### config.mk
export PLATFORM = sky130hd
export DESIGN_NAME = pseq_engine
export DESIGN_NICKNAME = d
export VERILOG_FILES = /design/src/include/pseq_pkg.sv /design/src/design/pseq_engine.sv
export VERILOG_INCLUDE_DIRS = /design/src /design/src/include
export SDC_FILE = /design/constraint.sdc
export NUM_CORES = 2
export LEC_CHECK = 0
export ABC_AREA = 0
export BUFFER_PORTS_ARGS = -buffer_cell sky130_fd_sc_hd__buf_2
export CAP_MARGIN = 20
export CORE_MARGIN = 3
export CORE_UTILIZATION = 60
export CTS_CLUSTER_DIAMETER = 40
export DETAILED_ROUTE_END_ITERATION = 8
export PLACE_DENSITY = 0.76
export REMOVE_ABC_BUFFERS = 1
export SLEW_MARGIN = 5
export SYNTH_ARGS = -nofsm -noshare
export SYNTH_HDL_FRONTEND = slang
export SYNTH_SLANG_ARGS = --single-unit
### constraint.sdc
create_clock -name pclk -period 8.3 [get_ports pclk]
set_input_delay 0.83 -clock pclk [delete_from_list [all_inputs] [get_ports pclk]]
set_output_delay 0.83 -clock pclk [all_outputs]
set_load 0.01 [all_outputs]
### src/include/pseq_defs.svh
`ifndef PSEQ_DEFS_SVH
`define PSEQ_DEFS_SVH
`define A_CTRL 12'h000
`define A_STAT 12'h004
`define A_ODEF 12'h008
`define A_INPS 12'h00c
`define TMR_PG 8'h01
`define EXC_PG 8'h02
`define PRG_PG 4'h1
`define W_INS 2'h0
`define W_CND 2'h1
`define W_OUT 2'h2
`define C_RUN 0
`define C_MST 1
`define C_CP 2
`define ST_STEP 0
`define ST_RUN 4
`define ST_EXP 8
`define ST_OUT 16
`define I_OP 0
`define I_INT 3
`define I_TSEL 4
`define I_TA 8
`define I_TB 12
`define I_TC 16
`define K_MASK 0
`define K_POL 8
`define O_MASK 0
`define O_VAL 8
`define O_EMASK 16
`define O_EVAL 24
`define E_MASK 0
`define E_POL 8
`define E_HND 16
`define E_OIDX 20
`define E_OEN 23
`define E_INV 24
`define E_EN 25
`define W_STEP 4
`define W_IO 8
`define W_TSEL 2
`define W_TCNT 16
`define W_OIDX 3
`define N_CFG 4
`define N_EXC 2
`define HV_BIT 0
`define CLK_NS 100
`define TICK_NS 32000
`define TICK_CYC (`TICK_NS / `CLK_NS)
`define CP_HI_NS 32000
`define CP_LO_NS 8000
`define CP_HI_CYC (`CP_HI_NS / `CLK_NS)
`define CP_PER_CYC ((`CP_HI_NS + `CP_LO_NS) / `CLK_NS)
`define OUT_RST 8'h00
`define TDLY_RST 16'h0001
`define CTRL_RST 3'h0
`endif

### src/include/pseq_pkg.sv
`include "pseq_defs.svh"
package pseq_pkg;
	typedef logic [`W_STEP-1:0] step_t;
	typedef enum logic [2:0] {
		OP_WAIT_TMR  = 3'b000,
		OP_WAIT_COND = 3'b001,
		OP_WAIT_TO   = 3'b010,
		OP_IF        = 3'b011,
		OP_IF_TMR    = 3'b100,
		OP_OUT       = 3'b101,
		OP_GOTO      = 3'b110,
		OP_HALT      = 3'b111
	} op_t;
endpackage : pseq_pkg

### src/design/pseq_engine.sv
// Implementation choices: the register offsets and the APB register port.
`timescale 1ns/1ps
`include "pseq_defs.svh"
module pseq_engine #(
	parameter int N_TMR = 4
) (
	// Clock and reset
	input  wire logic                 pclk,
	input  wire logic                 presetn,
	// APB slave
	input  wire logic [11:0]          paddr,
	input  wire logic                 psel,
	input  wire logic                 penable,
	input  wire logic                 pwrite,
	input  wire logic [31:0]          pwdata,
	output logic                      pready,
	output logic                      pslverr,
	output logic [31:0]               prdata,
	// Monitor comparators and digital inputs
	input  wire logic [`W_IO-1:0]     cond_in,
	// Timer tick sharing between devices
	input  wire logic                 tick_in,
	output logic                      tick_out,
	// Supply enables, resets and gate drives
	output logic [`W_IO-1:0]          ctrl_out,
	output logic                      high_voltage_gate_drive,
	output logic                      charge_pump_gate_drive,
	output pseq_pkg::step_t           seq_step
);
	import pseq_pkg::*;

	localparam int NSTEP = 1 << `W_STEP;
	localparam int CPHI = `CP_HI_CYC;

	function automatic logic expr(input logic [`W_IO-1:0] m, p, x);
		return &(~m | ~(x ^ p));
	endfunction : expr

	////////////////////////////////////////////////////////////////////////////
	logic [2:0]             ctrl_ff;
	logic [`W_IO-1:0]       odef_ff;
	logic [`W_TCNT-1:0]     tdly_ff [N_TMR];
	logic [31:0]            ecfg_ff [`N_CFG];
	logic [31:0]            ins_mem [NSTEP];
	logic [31:0]            cnd_mem [NSTEP];
	logic [31:0]            out_mem [NSTEP];
	logic [31:0]            prdata_ff;
	logic [31:0]            rd;
	logic [31:0]            st;
	step_t                  step_ff;
	step_t                  nxt_step;
	logic                   first_ff;
	logic [`W_IO-1:0]       seq_ff;
	logic [`W_IO-1:0]       nxt_seq;
	logic [`W_IO-1:0]       out_ff;
	logic [`W_IO-1:0]       nxt_out;
	logic [`W_IO-1:0]       own;
	logic [`W_IO-1:0]       ov;
	logic [`W_TCNT-1:0]     tcnt_ff [N_TMR];
	logic [N_TMR-1:0]       texp_ff;
	logic [`W_TCNT-1:0]     pre_ff;
	logic                   tick_ff;
	logic [`W_TCNT-1:0]     cp_cnt_ff;
	logic                   cp_ff;
	logic [`N_EXC-1:0]      eprev_ff;
	logic [`N_CFG-1:0]      e_true;
	logic                   adv;
	logic                   path_else;

	////////////////////////////////////////////////////////////////////////////
	wire        setup = psel & ~penable;
	wire        acc   = psel & penable;
	wire        wr    = acc & pwrite;
	wire        pg_t  = paddr[11:4] == `TMR_PG;
	wire        pg_e  = paddr[11:4] == `EXC_PG;
	wire        pg_p  = paddr[11:8] == `PRG_PG;
	wire [1:0]  pidx  = paddr[3:2];
	wire step_t pstep = paddr[7:4];
	wire        t_ok  = pg_t & (32'(pidx) < N_TMR);
	wire        p_ok  = pg_p & (pidx <= `W_OUT);
	wire        hit   = (paddr[1:0] == 2'h0) & (paddr == `A_CTRL | paddr == `A_STAT |
				paddr == `A_ODEF | paddr == `A_INPS | t_ok | pg_e | p_ok);
	assign pready  = 1'b1;
	assign pslverr = acc & ~hit;
	assign prdata  = prdata_ff;

	always_comb begin
		st = 32'h0;
		st[`ST_STEP +: `W_STEP] = step_ff;
		st[`ST_RUN] = ctrl_ff[`C_RUN];
		st[`ST_EXP +: N_TMR] = texp_ff;
		st[`ST_OUT +: `W_IO] = out_ff;
	end

	always_comb begin
		rd = 32'h0;
		if (paddr == `A_CTRL)
			rd[2:0] = ctrl_ff;
		else if (paddr == `A_STAT)
			rd = st;
		else if (paddr == `A_ODEF)
			rd[`W_IO-1:0] = odef_ff;
		else if (paddr == `A_INPS)
			rd[`W_IO-1:0] = cond_in;
		else if (t_ok)
			rd[`W_TCNT-1:0] = tdly_ff[pidx];
		else if (pg_e)
			rd = ecfg_ff[pidx];
		else if (p_ok)
			rd = (pidx == `W_INS) ? ins_mem[pstep] :
			     (pidx == `W_CND) ? cnd_mem[pstep] : out_mem[pstep];
	end

	always_ff @(posedge pclk or negedge presetn) begin
		if (!presetn)
			prdata_ff <= 32'h0;
		else if (setup)
			prdata_ff <= rd;
	end

	// Configuration and program store. The program may be rewritten while running;
	// software should clear run first, as a half-written step would execute.
	always_ff @(posedge pclk or negedge presetn) begin
		if (!presetn) begin
			ctrl_ff <= `CTRL_RST;
			odef_ff <= `OUT_RST;
			for (int i = 0; i < N_TMR; i++)
				tdly_ff[i] <= `TDLY_RST;
			for (int i = 0; i < `N_CFG; i++)
				ecfg_ff[i] <= 32'h0;
			for (int i = 0; i < NSTEP; i++) begin
				ins_mem[i] <= 32'h0;
				cnd_mem[i] <= 32'h0;
				out_mem[i] <= 32'h0;
			end
		end else if (wr & hit) begin
			if (paddr == `A_CTRL)
				ctrl_ff <= pwdata[2:0];
			if (paddr == `A_ODEF)
				odef_ff <= pwdata[`W_IO-1:0];
			if (t_ok)
				tdly_ff[pidx] <= pwdata[`W_TCNT-1:0];
			if (pg_e)
				ecfg_ff[pidx] <= pwdata;
			if (p_ok && pidx == `W_INS)
				ins_mem[pstep] <= pwdata;
			if (p_ok && pidx == `W_CND)
				cnd_mem[pstep] <= pwdata;
			if (p_ok && pidx == `W_OUT)
				out_mem[pstep] <= pwdata;
		end
	end

	////////////////////////////////////////////////////////////////////////////
	wire [31:0] ins   = ins_mem[step_ff];
	wire [31:0] cnd   = cnd_mem[step_ff];
	wire [31:0] ow    = out_mem[step_ff];
	wire op_t   op    = op_t'(ins[`I_OP +: 3]);
	wire        intr  = ins[`I_INT];
	wire [1:0]  tsel  = ins[`I_TSEL +: `W_TSEL];
	wire step_t ta    = ins[`I_TA +: `W_STEP];
	wire step_t tb    = ins[`I_TB +: `W_STEP];
	wire step_t tc    = ins[`I_TC +: `W_STEP];
	wire step_t s_inc = step_t'(step_ff + 4'h1);
	wire        run   = ctrl_ff[`C_RUN];
	wire        cond  = expr(cnd[`K_MASK +: `W_IO], cnd[`K_POL +: `W_IO], cond_in);
	wire        texp  = texp_ff[tsel];
	wire [`N_EXC-1:0] e_rise = e_true[`N_EXC-1:0] & ~eprev_ff;
	// Edge sensitive so that a handler step marked interruptible is not re-entered
	// every cycle while the fault persists.
	wire        exc_take = run & intr & (|e_rise);
	wire step_t exc_tgt  = e_rise[0] ? ecfg_ff[0][`E_HND +: `W_STEP] :
	                                   ecfg_ff[1][`E_HND +: `W_STEP];
	wire [31:0] nins  = ins_mem[nxt_step];
	wire op_t   nop   = op_t'(nins[`I_OP +: 3]);
	wire        nuset = (nop == OP_WAIT_TMR) | (nop == OP_WAIT_TO);
	wire        enter = run & (adv | exc_take);

	genvar g;
	generate
		for (g = 0; g < `N_CFG; g++) begin : g_eq
			assign e_true[g] = ecfg_ff[g][`E_EN] & expr(ecfg_ff[g][`E_MASK +: `W_IO],
			                   ecfg_ff[g][`E_POL +: `W_IO], cond_in);
		end
	endgenerate

	always_ff @(posedge pclk or negedge presetn) begin
		if (!presetn)
			eprev_ff <= '0;
		else
			eprev_ff <= e_true[`N_EXC-1:0];
	end

	always_comb begin
		nxt_step  = step_ff;
		adv       = 1'b0;
		path_else = 1'b0;
		case (op)
			OP_WAIT_TMR: begin
				adv = texp;
				nxt_step = texp ? s_inc : step_ff;
			end
			OP_WAIT_COND: begin
				adv = cond;
				nxt_step = cond ? s_inc : step_ff;
			end
			OP_WAIT_TO: begin
				adv = cond | texp;
				nxt_step = cond ? s_inc : (texp ? tc : step_ff);
			end
			OP_IF: begin
				adv = 1'b1;
				path_else = ~cond;
				nxt_step = cond ? ta : tb;
			end
			OP_IF_TMR: begin
				adv = 1'b1;
				path_else = ~cond;
				nxt_step = cond ? ta : (texp ? tc : tb);
			end
			OP_OUT: begin
				adv = 1'b1;
				nxt_step = s_inc;
			end
			OP_GOTO: begin
				adv = 1'b1;
				nxt_step = ta;
			end
			OP_HALT: nxt_step = step_ff;
			default: nxt_step = step_ff;
		endcase
		if (exc_take)
			nxt_step = exc_tgt;
		if (!run)
			nxt_step = '0;
	end

	// Step outputs land once, at the edge closing the first cycle in the step.
	wire [`W_IO-1:0] om = path_else ? ow[`O_EMASK +: `W_IO] : ow[`O_MASK +: `W_IO];
	wire [`W_IO-1:0] vm = path_else ? ow[`O_EVAL +: `W_IO] : ow[`O_VAL +: `W_IO];
	always_comb begin
		nxt_seq = seq_ff;
		if (!run)
			nxt_seq = odef_ff;
		else if (first_ff)
			nxt_seq = (seq_ff & ~om) | (vm & om);
	end

	// Later entries are overridden by earlier ones, so exceptions win over equations.
	always_comb begin
		own = '0;
		ov  = '0;
		for (int i = `N_CFG - 1; i >= 0; i--) begin
			if (ecfg_ff[i][`E_EN] && ecfg_ff[i][`E_OEN]) begin
				own[ecfg_ff[i][`E_OIDX +: `W_OIDX]] = 1'b1;
				ov[ecfg_ff[i][`E_OIDX +: `W_OIDX]]  = e_true[i] ^ ecfg_ff[i][`E_INV];
			end
		end
		nxt_out = (nxt_seq & ~own) | (ov & own);
	end

	always_ff @(posedge pclk or negedge presetn) begin
		if (!presetn) begin
			step_ff  <= '0;
			first_ff <= 1'b1;
			seq_ff   <= `OUT_RST;
			out_ff   <= `OUT_RST;
		end else begin
			step_ff  <= nxt_step;
			first_ff <= enter | ~run;
			seq_ff   <= nxt_seq;
			out_ff   <= nxt_out;
		end
	end

	assign seq_step = step_ff;
	assign ctrl_out = out_ff;
	assign high_voltage_gate_drive = out_ff[`HV_BIT];

	////////////////////////////////////////////////////////////////////////////
	wire mtick = pre_ff == `W_TCNT'(`TICK_CYC - 1);
	wire tick  = ctrl_ff[`C_MST] ? tick_ff : tick_in;
	assign tick_out = tick_ff;

	always_ff @(posedge pclk or negedge presetn) begin
		if (!presetn) begin
			pre_ff  <= '0;
			tick_ff <= 1'b0;
		end else begin
			pre_ff  <= mtick ? '0 : pre_ff + 1'b1;
			tick_ff <= mtick & ctrl_ff[`C_MST];
		end
	end

	generate
		for (g = 0; g < N_TMR; g++) begin : g_tmr
			wire t_run = run & ((op == OP_WAIT_TMR) | (op == OP_WAIT_TO)) &
			             (32'(tsel) == g);
			wire t_clr = ~run | (enter & nuset & (32'(nins[`I_TSEL +: `W_TSEL]) == g));
			wire [`W_TCNT-1:0] t_inc = tcnt_ff[g] + 1'b1;
			always_ff @(posedge pclk or negedge presetn) begin
				if (!presetn) begin
					tcnt_ff[g] <= '0;
					texp_ff[g] <= 1'b0;
				end else if (t_clr) begin
					tcnt_ff[g] <= '0;
					texp_ff[g] <= 1'b0;
				end else if (t_run && tick && !texp_ff[g]) begin
					tcnt_ff[g] <= t_inc;
					texp_ff[g] <= t_inc >= tdly_ff[g];
				end
			end
		end
	endgenerate

	// Free running so the pump never stops mid pulse on a sequencer change.
	always_ff @(posedge pclk or negedge presetn) begin
		if (!presetn) begin
			cp_cnt_ff <= '0;
			cp_ff     <= 1'b0;
		end else begin
			cp_cnt_ff <= (cp_cnt_ff == `W_TCNT'(`CP_PER_CYC - 1)) ? '0 : cp_cnt_ff + 1'b1;
			cp_ff     <= ctrl_ff[`C_CP] & (cp_cnt_ff < `W_TCNT'(`CP_HI_CYC));
		end
	end
	assign charge_pump_gate_drive = cp_ff;
endmodule : pseq_engine

; ---- Word level (Yosys, flattened, before mapping)
; Index checks and enable logic that the tools add are counted.
[classes]
n_addsub = 7
n_lt_le_gt_ge = 21
eq_ne = 24
n_mux = 108
bitwise_logic = 87
reduce_logical = 51
[op_table]
columns = operator, count
row1 = bitwise mux 512 bit, 3
row2 = binary-select mux 32 bit (select 4 bit), 7
row3 = two-way mux 32 bit, 17
row4 = two-way mux 16 bit, 17
row5 = bitwise mux 128 bit, 1
row6 = demux 32 bit (select 4 bit), 1
row7 = two-way mux 8 bit, 14
row8 = "adder 16 x 1 -> 16 bit, second input constant", 6
row9 = inverter 8 bit, 12
row10 = OR 8 bit, 10
row11 = binary-select mux 32 bit (select 2 bit), 1
row12 = bitwise mux 64 bit, 1
row13 = demux 32 bit (select 2 bit), 1
row14 = greater-or-equal comparator 16 bit, 4
row15 = two-way mux 24 bit, 2
row16 = bitwise AND 8 bit, 5
row17 = two-way mux 20 bit, 2
row18 = two-way mux 4 bit, 10
row19 = AND reduction 8 bit, 5
row20 = bitwise XOR 8 bit, 5
row21 = binary-select mux 16 bit (select 2 bit), 1
row22 = demux 16 bit (select 2 bit), 1
row23 = "equality test 16 x 9 -> 1 bit, second input constant", 2
row24 = one-hot mux 4 bit (8 select lines), 1
row25 = 45 further kinds, 169
[totals]
reg_bits = 1896
input_bits = 58
out_inout_bits = 49
wordCells = 374

; ---- Logic depth before layout (Yosys ltp)
[depth]
word_depth = 22
ltp_mapped = 22
ltp_nobuf = 16

; ---- Worst setup path before layout
; Ideal clock, no wire load.
[synth_path]
path_kind = input port to flip-flop
startpoint = input port paddr[4]
endpoint = register prdata_ff[31] (netlist: prdata[31])
setup_ps = 122
t_arrival_ps = 4234
required_time_ps = 8178
setup_slack_ps = 3944
path_stages = 10
path_buffers = 5
cell_sequence = clkbuf_1 > buf_1 > clkbuf_1 > buf_1 > buf_1 > mux4_2 > mux4_2 > mux2i_1 > nand2_1 > a32o_1
[synth_via]
elab_chain_len = 13
[synth_rtl]
columns = item, line
row1 = "start, declared", pseq_engine.sv:11  ; input wire logic [11:0] paddr,
row2 = inverter 4 -> 5 bit (not written as such), "pseq_engine.sv:110, pseq_engine.sv:111"
row3 = binary-select mux 32 bit (select 4 bit), pseq_engine.sv:111  ; (pidx == `W_CND) ? cnd_mem[pstep] : out_mem[pstep];
row4 = two-way mux 32 bit (not written as such) (2 in series), pseq_engine.sv:111
row5 = two-way mux 32 bit, pseq_engine.sv:111
row6 = two-way mux 32 bit, pseq_engine.sv:110  ; rd = (pidx == `W_INS) ? ins_mem[pstep] :
row7 = two-way mux 32 bit, pseq_engine.sv:109  ; else if (p_ok)
row8 = two-way mux 32 bit, pseq_engine.sv:107  ; else if (pg_e)
row9 = two-way mux 16 bit, pseq_engine.sv:105  ; else if (t_ok)
row10 = two-way mux 24 bit, pseq_engine.sv:103  ; else if (paddr == `A_INPS)
row11 = two-way mux 24 bit, pseq_engine.sv:101  ; else if (paddr == `A_ODEF)
row12 = two-way mux 32 bit, pseq_engine.sv:99  ; else if (paddr == `A_STAT)
row13 = two-way mux 29 bit (*), pseq_engine.sv:97  ; if (paddr == `A_CTRL)
row14 = "end signal, assigned", pseq_engine.sv:118  ; prdata_ff <= rd;
row15 = "end, declared", pseq_engine.sv:47  ; logic [31:0] prdata_ff;
; Every way passes the cells marked *; elsewhere a longest branch is shown, timed or not. The select of a mux whose other input is x is not followed.
; A chain may end at the register's enable or synchronous reset.

; ---- Final worst setup path
[layout_path]
startpoint = register step_ff[1] (netlist: seq_step[1])
endpoint = register tcnt_ff[54] (netlist bit)
[layout_via]
elab_chain_len = 22
[layout_rtl]
columns = item, line
row1 = "start, declared", pseq_engine.sv:50  ; step_t step_ff;
row2 = "start signal, assigned", pseq_engine.sv:269  ; step_ff <= nxt_step;
row3 = inverter 4 -> 5 bit (not written as such), "pseq_engine.sv:155, pseq_engine.sv:156"
row4 = binary-select mux 32 bit (select 4 bit), pseq_engine.sv:156  ; wire [31:0] cnd = cnd_mem[step_ff];
row5 = two-way mux 16 bit (not written as such) (2 in series), pseq_engine.sv:156
row6 = bitwise XOR 8 bit, pseq_engine.sv:36  ; return &(~m | ~(x ^ p));
row7 = inverter 8 bit, pseq_engine.sv:36
row8 = OR 8 bit, pseq_engine.sv:36
row9 = AND reduction 8 bit, pseq_engine.sv:36
row10 = two-way mux 4 bit (on tied branches), n/a
row11 = [3 not listed], n/a
row12 = inverter 4 -> 5 bit (not written as such), pseq_engine.sv:174  ; wire [31:0] nins = ins_mem[nxt_step];
row13 = binary-select mux 32 bit (select 4 bit), pseq_engine.sv:174
row14 = two-way mux 6 bit (not written as such) (2 in series), pseq_engine.sv:174
row15 = equality test 3 x 2 -> 1 bit / logical NOT 3 bit (equally long branches), pseq_engine.sv:176  ; wire nuset = (nop == OP_WAIT_TMR) | (nop == OP_WAIT_TO);
row16 = OR 1 bit, pseq_engine.sv:176
row17 = bitwise AND 1 bit (2 in series), pseq_engine.sv:299  ; wire t_clr = ~run | (enter & nuset & (32'(nins[`I_TSEL +: `W_TSEL]) == g));
row18 = OR 1 bit, pseq_engine.sv:299
row19 = two-way mux 16 bit / nonzero test 2 bit (equally long branches), n/a
row20 = "end signal, assigned by index", pseq_engine.sv:309  ; tcnt_ff[g] <= t_inc;
row21 = "end, declared", pseq_engine.sv:59  ; logic [`W_TCNT-1:0] tcnt_ff [N_TMR];
; Several ways; a longest one is shown, not always the timed one. The select of a mux whose other input is x is not followed.

==> run summary <==
The run finished with clean final reports. The category of cells accounting for the largest share of critical-path delay is compound AO/OA/AOI/OAI gates. The core region is 164000 um^2. The tightest hold margin is 455 ps.

The uppermost layer routed is met5. After synthesis, the cell types taking the most area are dfrtp_1, mux2_2, mux4_2. The count of antenna-violating nets left after detailed routing is 0. The synthesized design contains 1896 register bits. The highest fanout seen on the critical path came out at 68.

The routed wirelength normalized by instance count came out at roughly 32 um. The count of routing violations after the opening detailed-route iteration came out at between 6000 and 7000. At the worst endpoint, the required time is 8940 ps. The buffer count from post-CTS setup fixing is 0. In this run the horizontal extent of the chip is 413 um.

The cell count after placement came out at 8571. The commonest cells after synthesis are dfrtp_1, mux2_2, mux4_2. The HPWL after detailed placement came out at 172000 um. The critical path crosses 15 cells after its start point. The worst max-slew margin expressed relative to the limit is 16.6%. STA classifies the critical path startpoint as a flip-flop. The number of standard cells in the layout, taps in and fillers out came out at 9026. Compared with the post-synthesis result, the final layout area differs by 10.7%. Once the floorplan was initialized, standard cells occupied 60.7% of the core. The number of H-tree branching levels came out at 4. The overall fraction of global-route tracks in use came out at 34.3%.

Yosys instantiated no cell more often than dfrtp_1. The number of slew-limit violations in the final report is 0. The total overflow reported by the global router is 0. Setup violations remaining at the end of the flow were counted as 0. The max-cap violation count is 0. The length of routed met2 wiring came out at 132000 um. STA classifies the critical path endpoint as a flip-flop.

In this run the worst hold path is classified as reg -> reg. Clock-pin slew was measured on the worst setup and hold paths at 60 ps. In the finished design, the share of the clock period the worst path needs comes to 80.8%.

The area of the die is 170000 um^2. Counting instances, the worst hold path has a depth of 1. The number of buffers added by the clock tree synthesis step came out at about 240. The peak clock frequency supported by timing is 0.149 GHz. The clock latency of the later-clocked register in the worst-skew pair came out at 870 ps.

Counting the fill cells in the layout gives around 11000. Sequential cells were found to cover 47.8% of the synthesized design area. The fraction of layout cells with a size suffix above 1 came out at between 40% and 50%. The number of antenna violations at the first check in global routing came out at 17.

The cell that appears most often on the critical path is mux2i_1. The cell leakage power came out at 0.0516 uW. At the pin with the least slew margin, the transition time is 1240 ps. The number of nets in the final layout came out at just under 7000.

The largest single stage delay on the critical path is 820 ps. The number of clock sinks is 1896. For the worst flop-to-flop path, the logic depth is 15. The total power density per cell area is ~190 nW/um^2.

The first-pass iteration count of the detailed router came out at 9. The worst setup path is of the reg -> reg kind. The total via count after detailed routing is between 60000 and 70000. The maximum number of pins on one net before global-route repair is roughly 180. The routed length on met3 is between 20000 and 30000 um.

After layout, the design draws a total of 20900 uW. The y dimension of the die came out at around 410 um. The clock period could shrink to 6710 ps.

The async set-reset flop share out of synthesis is 100%. After synthesis the cells add up to 99300 um^2. The buffer cell driving the clock tree root is clkbuf_16. The buffer depth of the longest clock path came out at 3. The maximum vdd ir drop came out at approximately 0.24 mV. The final estimated routing congestion in global placement came out at 0.942. The synthesized design devotes to its leading area cell type 47.7% of total area. The count of different cell masters after synthesis is 89. During synthesis, Yosys emitted a total of 0 warnings. The global-route wire length before repair is 431000 um. The utilization after layout is just under 70%. The total of buffers placed on input and output ports came out at 105. The worst-case clock skew is 41.7 ps.

Summed over all failing endpoints, the final setup total negative slack is 0 ps. Of all cell types, the one taking the most synthesized area is dfrtp_1. ~110 I/O pins were placed. Setup repair after global routing left no endpoint under its margin. After detailed routing, the number of vias per cell comes to 6.96. The number of instances resized during post-cts repair is 0. The data arrival time of the critical path is 7340 ps. After synthesis, the mean cell area works out to approximately 15 um^2. The number of global-route vias before repair came out at 65400.

For this run, the leading register cell type out of synthesis is dfrtp_1. The buffering stage count on the worst path with inverters included is 2. The number of endpoints with negative hold slack in the final report came out at 0. The floorplan has 148 rows.

The cell count after synthesis came out at 6808. The signal on the critical path passes through buf_4 > mux4_2 > mux2i_1 > mux2i_1 > nor4_2 > a21oi_1 > a2bb2oi_1 > o211ai_1 > o211a_1 > a31oi_4 > mux2i_1 > a22oi_1 > a21oi_4 > buf_4 > a311oi_2. The routed design has between 200000 and 300000 um of wire. The DRC violation count after routing came out at 0. For this design, the slowest cell found on the critical path is buf_4. The clock tree from TritonCTS is yes. In the final routing, the length of wire on met1 measures roughly 110000 um.

The setup check on the worst reg-to-reg path leaves a slack of 1590 ps. The number of enable flip-flop cells after synthesis came out at 0.
path summary, 6_finish.rpt:
path | start | to
max in group asynchronous | presetn | out_mem[222]
worst max-delay path | seq_step[1] | tcnt_ff[54]
worst min register to register | cp_cnt_ff[0] | cp_cnt_ff[0]
worst max register to register | seq_step[1] | tcnt_ff[54]
worst min-delay path | cp_cnt_ff[0] | cp_cnt_ff[0]
min in group asynchronous | presetn | cnd_mem[448]
power by group:
part	switching, uW	internal (uW)
Sequential	0.655	9250
Clock	4290	6600
Combinational	581	171
Total	4870	16000
worst reg2reg max path, stage by stage, from the launching register on:
cell,delay (ps)
dfrtp_4,740
buf_4,820
mux4_2,470
mux2i_1,90
mux2i_1,700
nor4_2,140
a21oi_1,570
a2bb2oi_1,230
o211ai_1,130
o211a_1,190
a31oi_4,570
mux2i_1,330
a22oi_1,150
a21oi_4,140
buf_4,800
a311oi_2,410
metal layers:
layer,up-vias,GRT usage (%)
met5,-,0
met3,749,9.51
met4,10,16.0
li1,25400,-
met2,2900,51.9
met1,33700,46.4
cells by family after synthesis:
group                    after synthesis  share of synthesized area [%]
XOR/XNOR                             286                           2.52
multiplexers                        2625                           38.4
AO/OA/AOI/OAI                        517                           4.11
other                                  1                        0.00378
flip-flops                          1896                           47.8
AND/OR/NAND/NOR                      678                           3.15
buffers and inverters                734                           3.13
adder cells (fa/ha/maj)               71                          0.895
layout make-up:
type	instances	area [um^2]	area share (%)
clock buffers	292	6450	5.87
flip-flops and latches	1896	47500	43.2
inverters	78	297	0.270
repair buffers	250	1920	1.75
diodes	9	22.5	0.0205
multi-input cells	4178	49000	44.6
well taps	2175	2720	2.48
clock inverters	148	2010	1.83
sequential cells by signal, summed over array words and instances (netlist names), 2 cells and up:
signal and count:
cnd_mem 512, ins_mem 512, out_mem 512, ecfg_ff 128, tcnt_ff 64, tdly_ff 64, prdata 32, cp_cnt_ff 16
pre_ff 16, ctrl_out 8, odef_ff 8, seq_ff 8, seq_step 4, st 4, ctrl_ff 3, eprev_ff 2
stage by stage:
step | setup slack (ps) | area, um^2
finish | 1590 | 110000
global route | 1400 | 110000
CTS | 1660 | 110000
detailed placement | 1580 | 101000
global placement | 1750 | 101000
floorplan | -8110 | 96500
cells in the final DEF (no fill, tap or decap), types with 23 or more instances in the layout:
cell,synthesis,routed
inv_1,75,74
nand2_1,262,229
clkbuf_8,0,29
nor2_1,150,129
o21ai_0,118,118
clkbuf_1,387,25
a21o_1,41,41
mux2i_1,119,119
clkbuf_16,0,238
a221oi_1,24,24
buf_2,38,100
xnor2_1,86,86
ha_1,71,71
mux4_2,773,773
inv_6,0,23
clkinv_2,0,33
nand2_2,2,35
nand2b_1,30,29
a311oi_2,58,58
nand3_1,72,71
and3_1,51,51
xor2_1,200,200
clkinvlp_4,0,26
a22oi_1,36,36
dfrtp_1,1891,1888
mux2_2,1729,1729
a21oi_1,67,67
bufinv_16,0,33
buf_4,24,121
nor3_1,34,33
repair_timing:
item	4_1_cts	5_1_grt
hold buffers	1	0
hold endpoints to repair	33	0
endpoints found under the setup margin	0	0
Power figures use the tool's default switching activity.
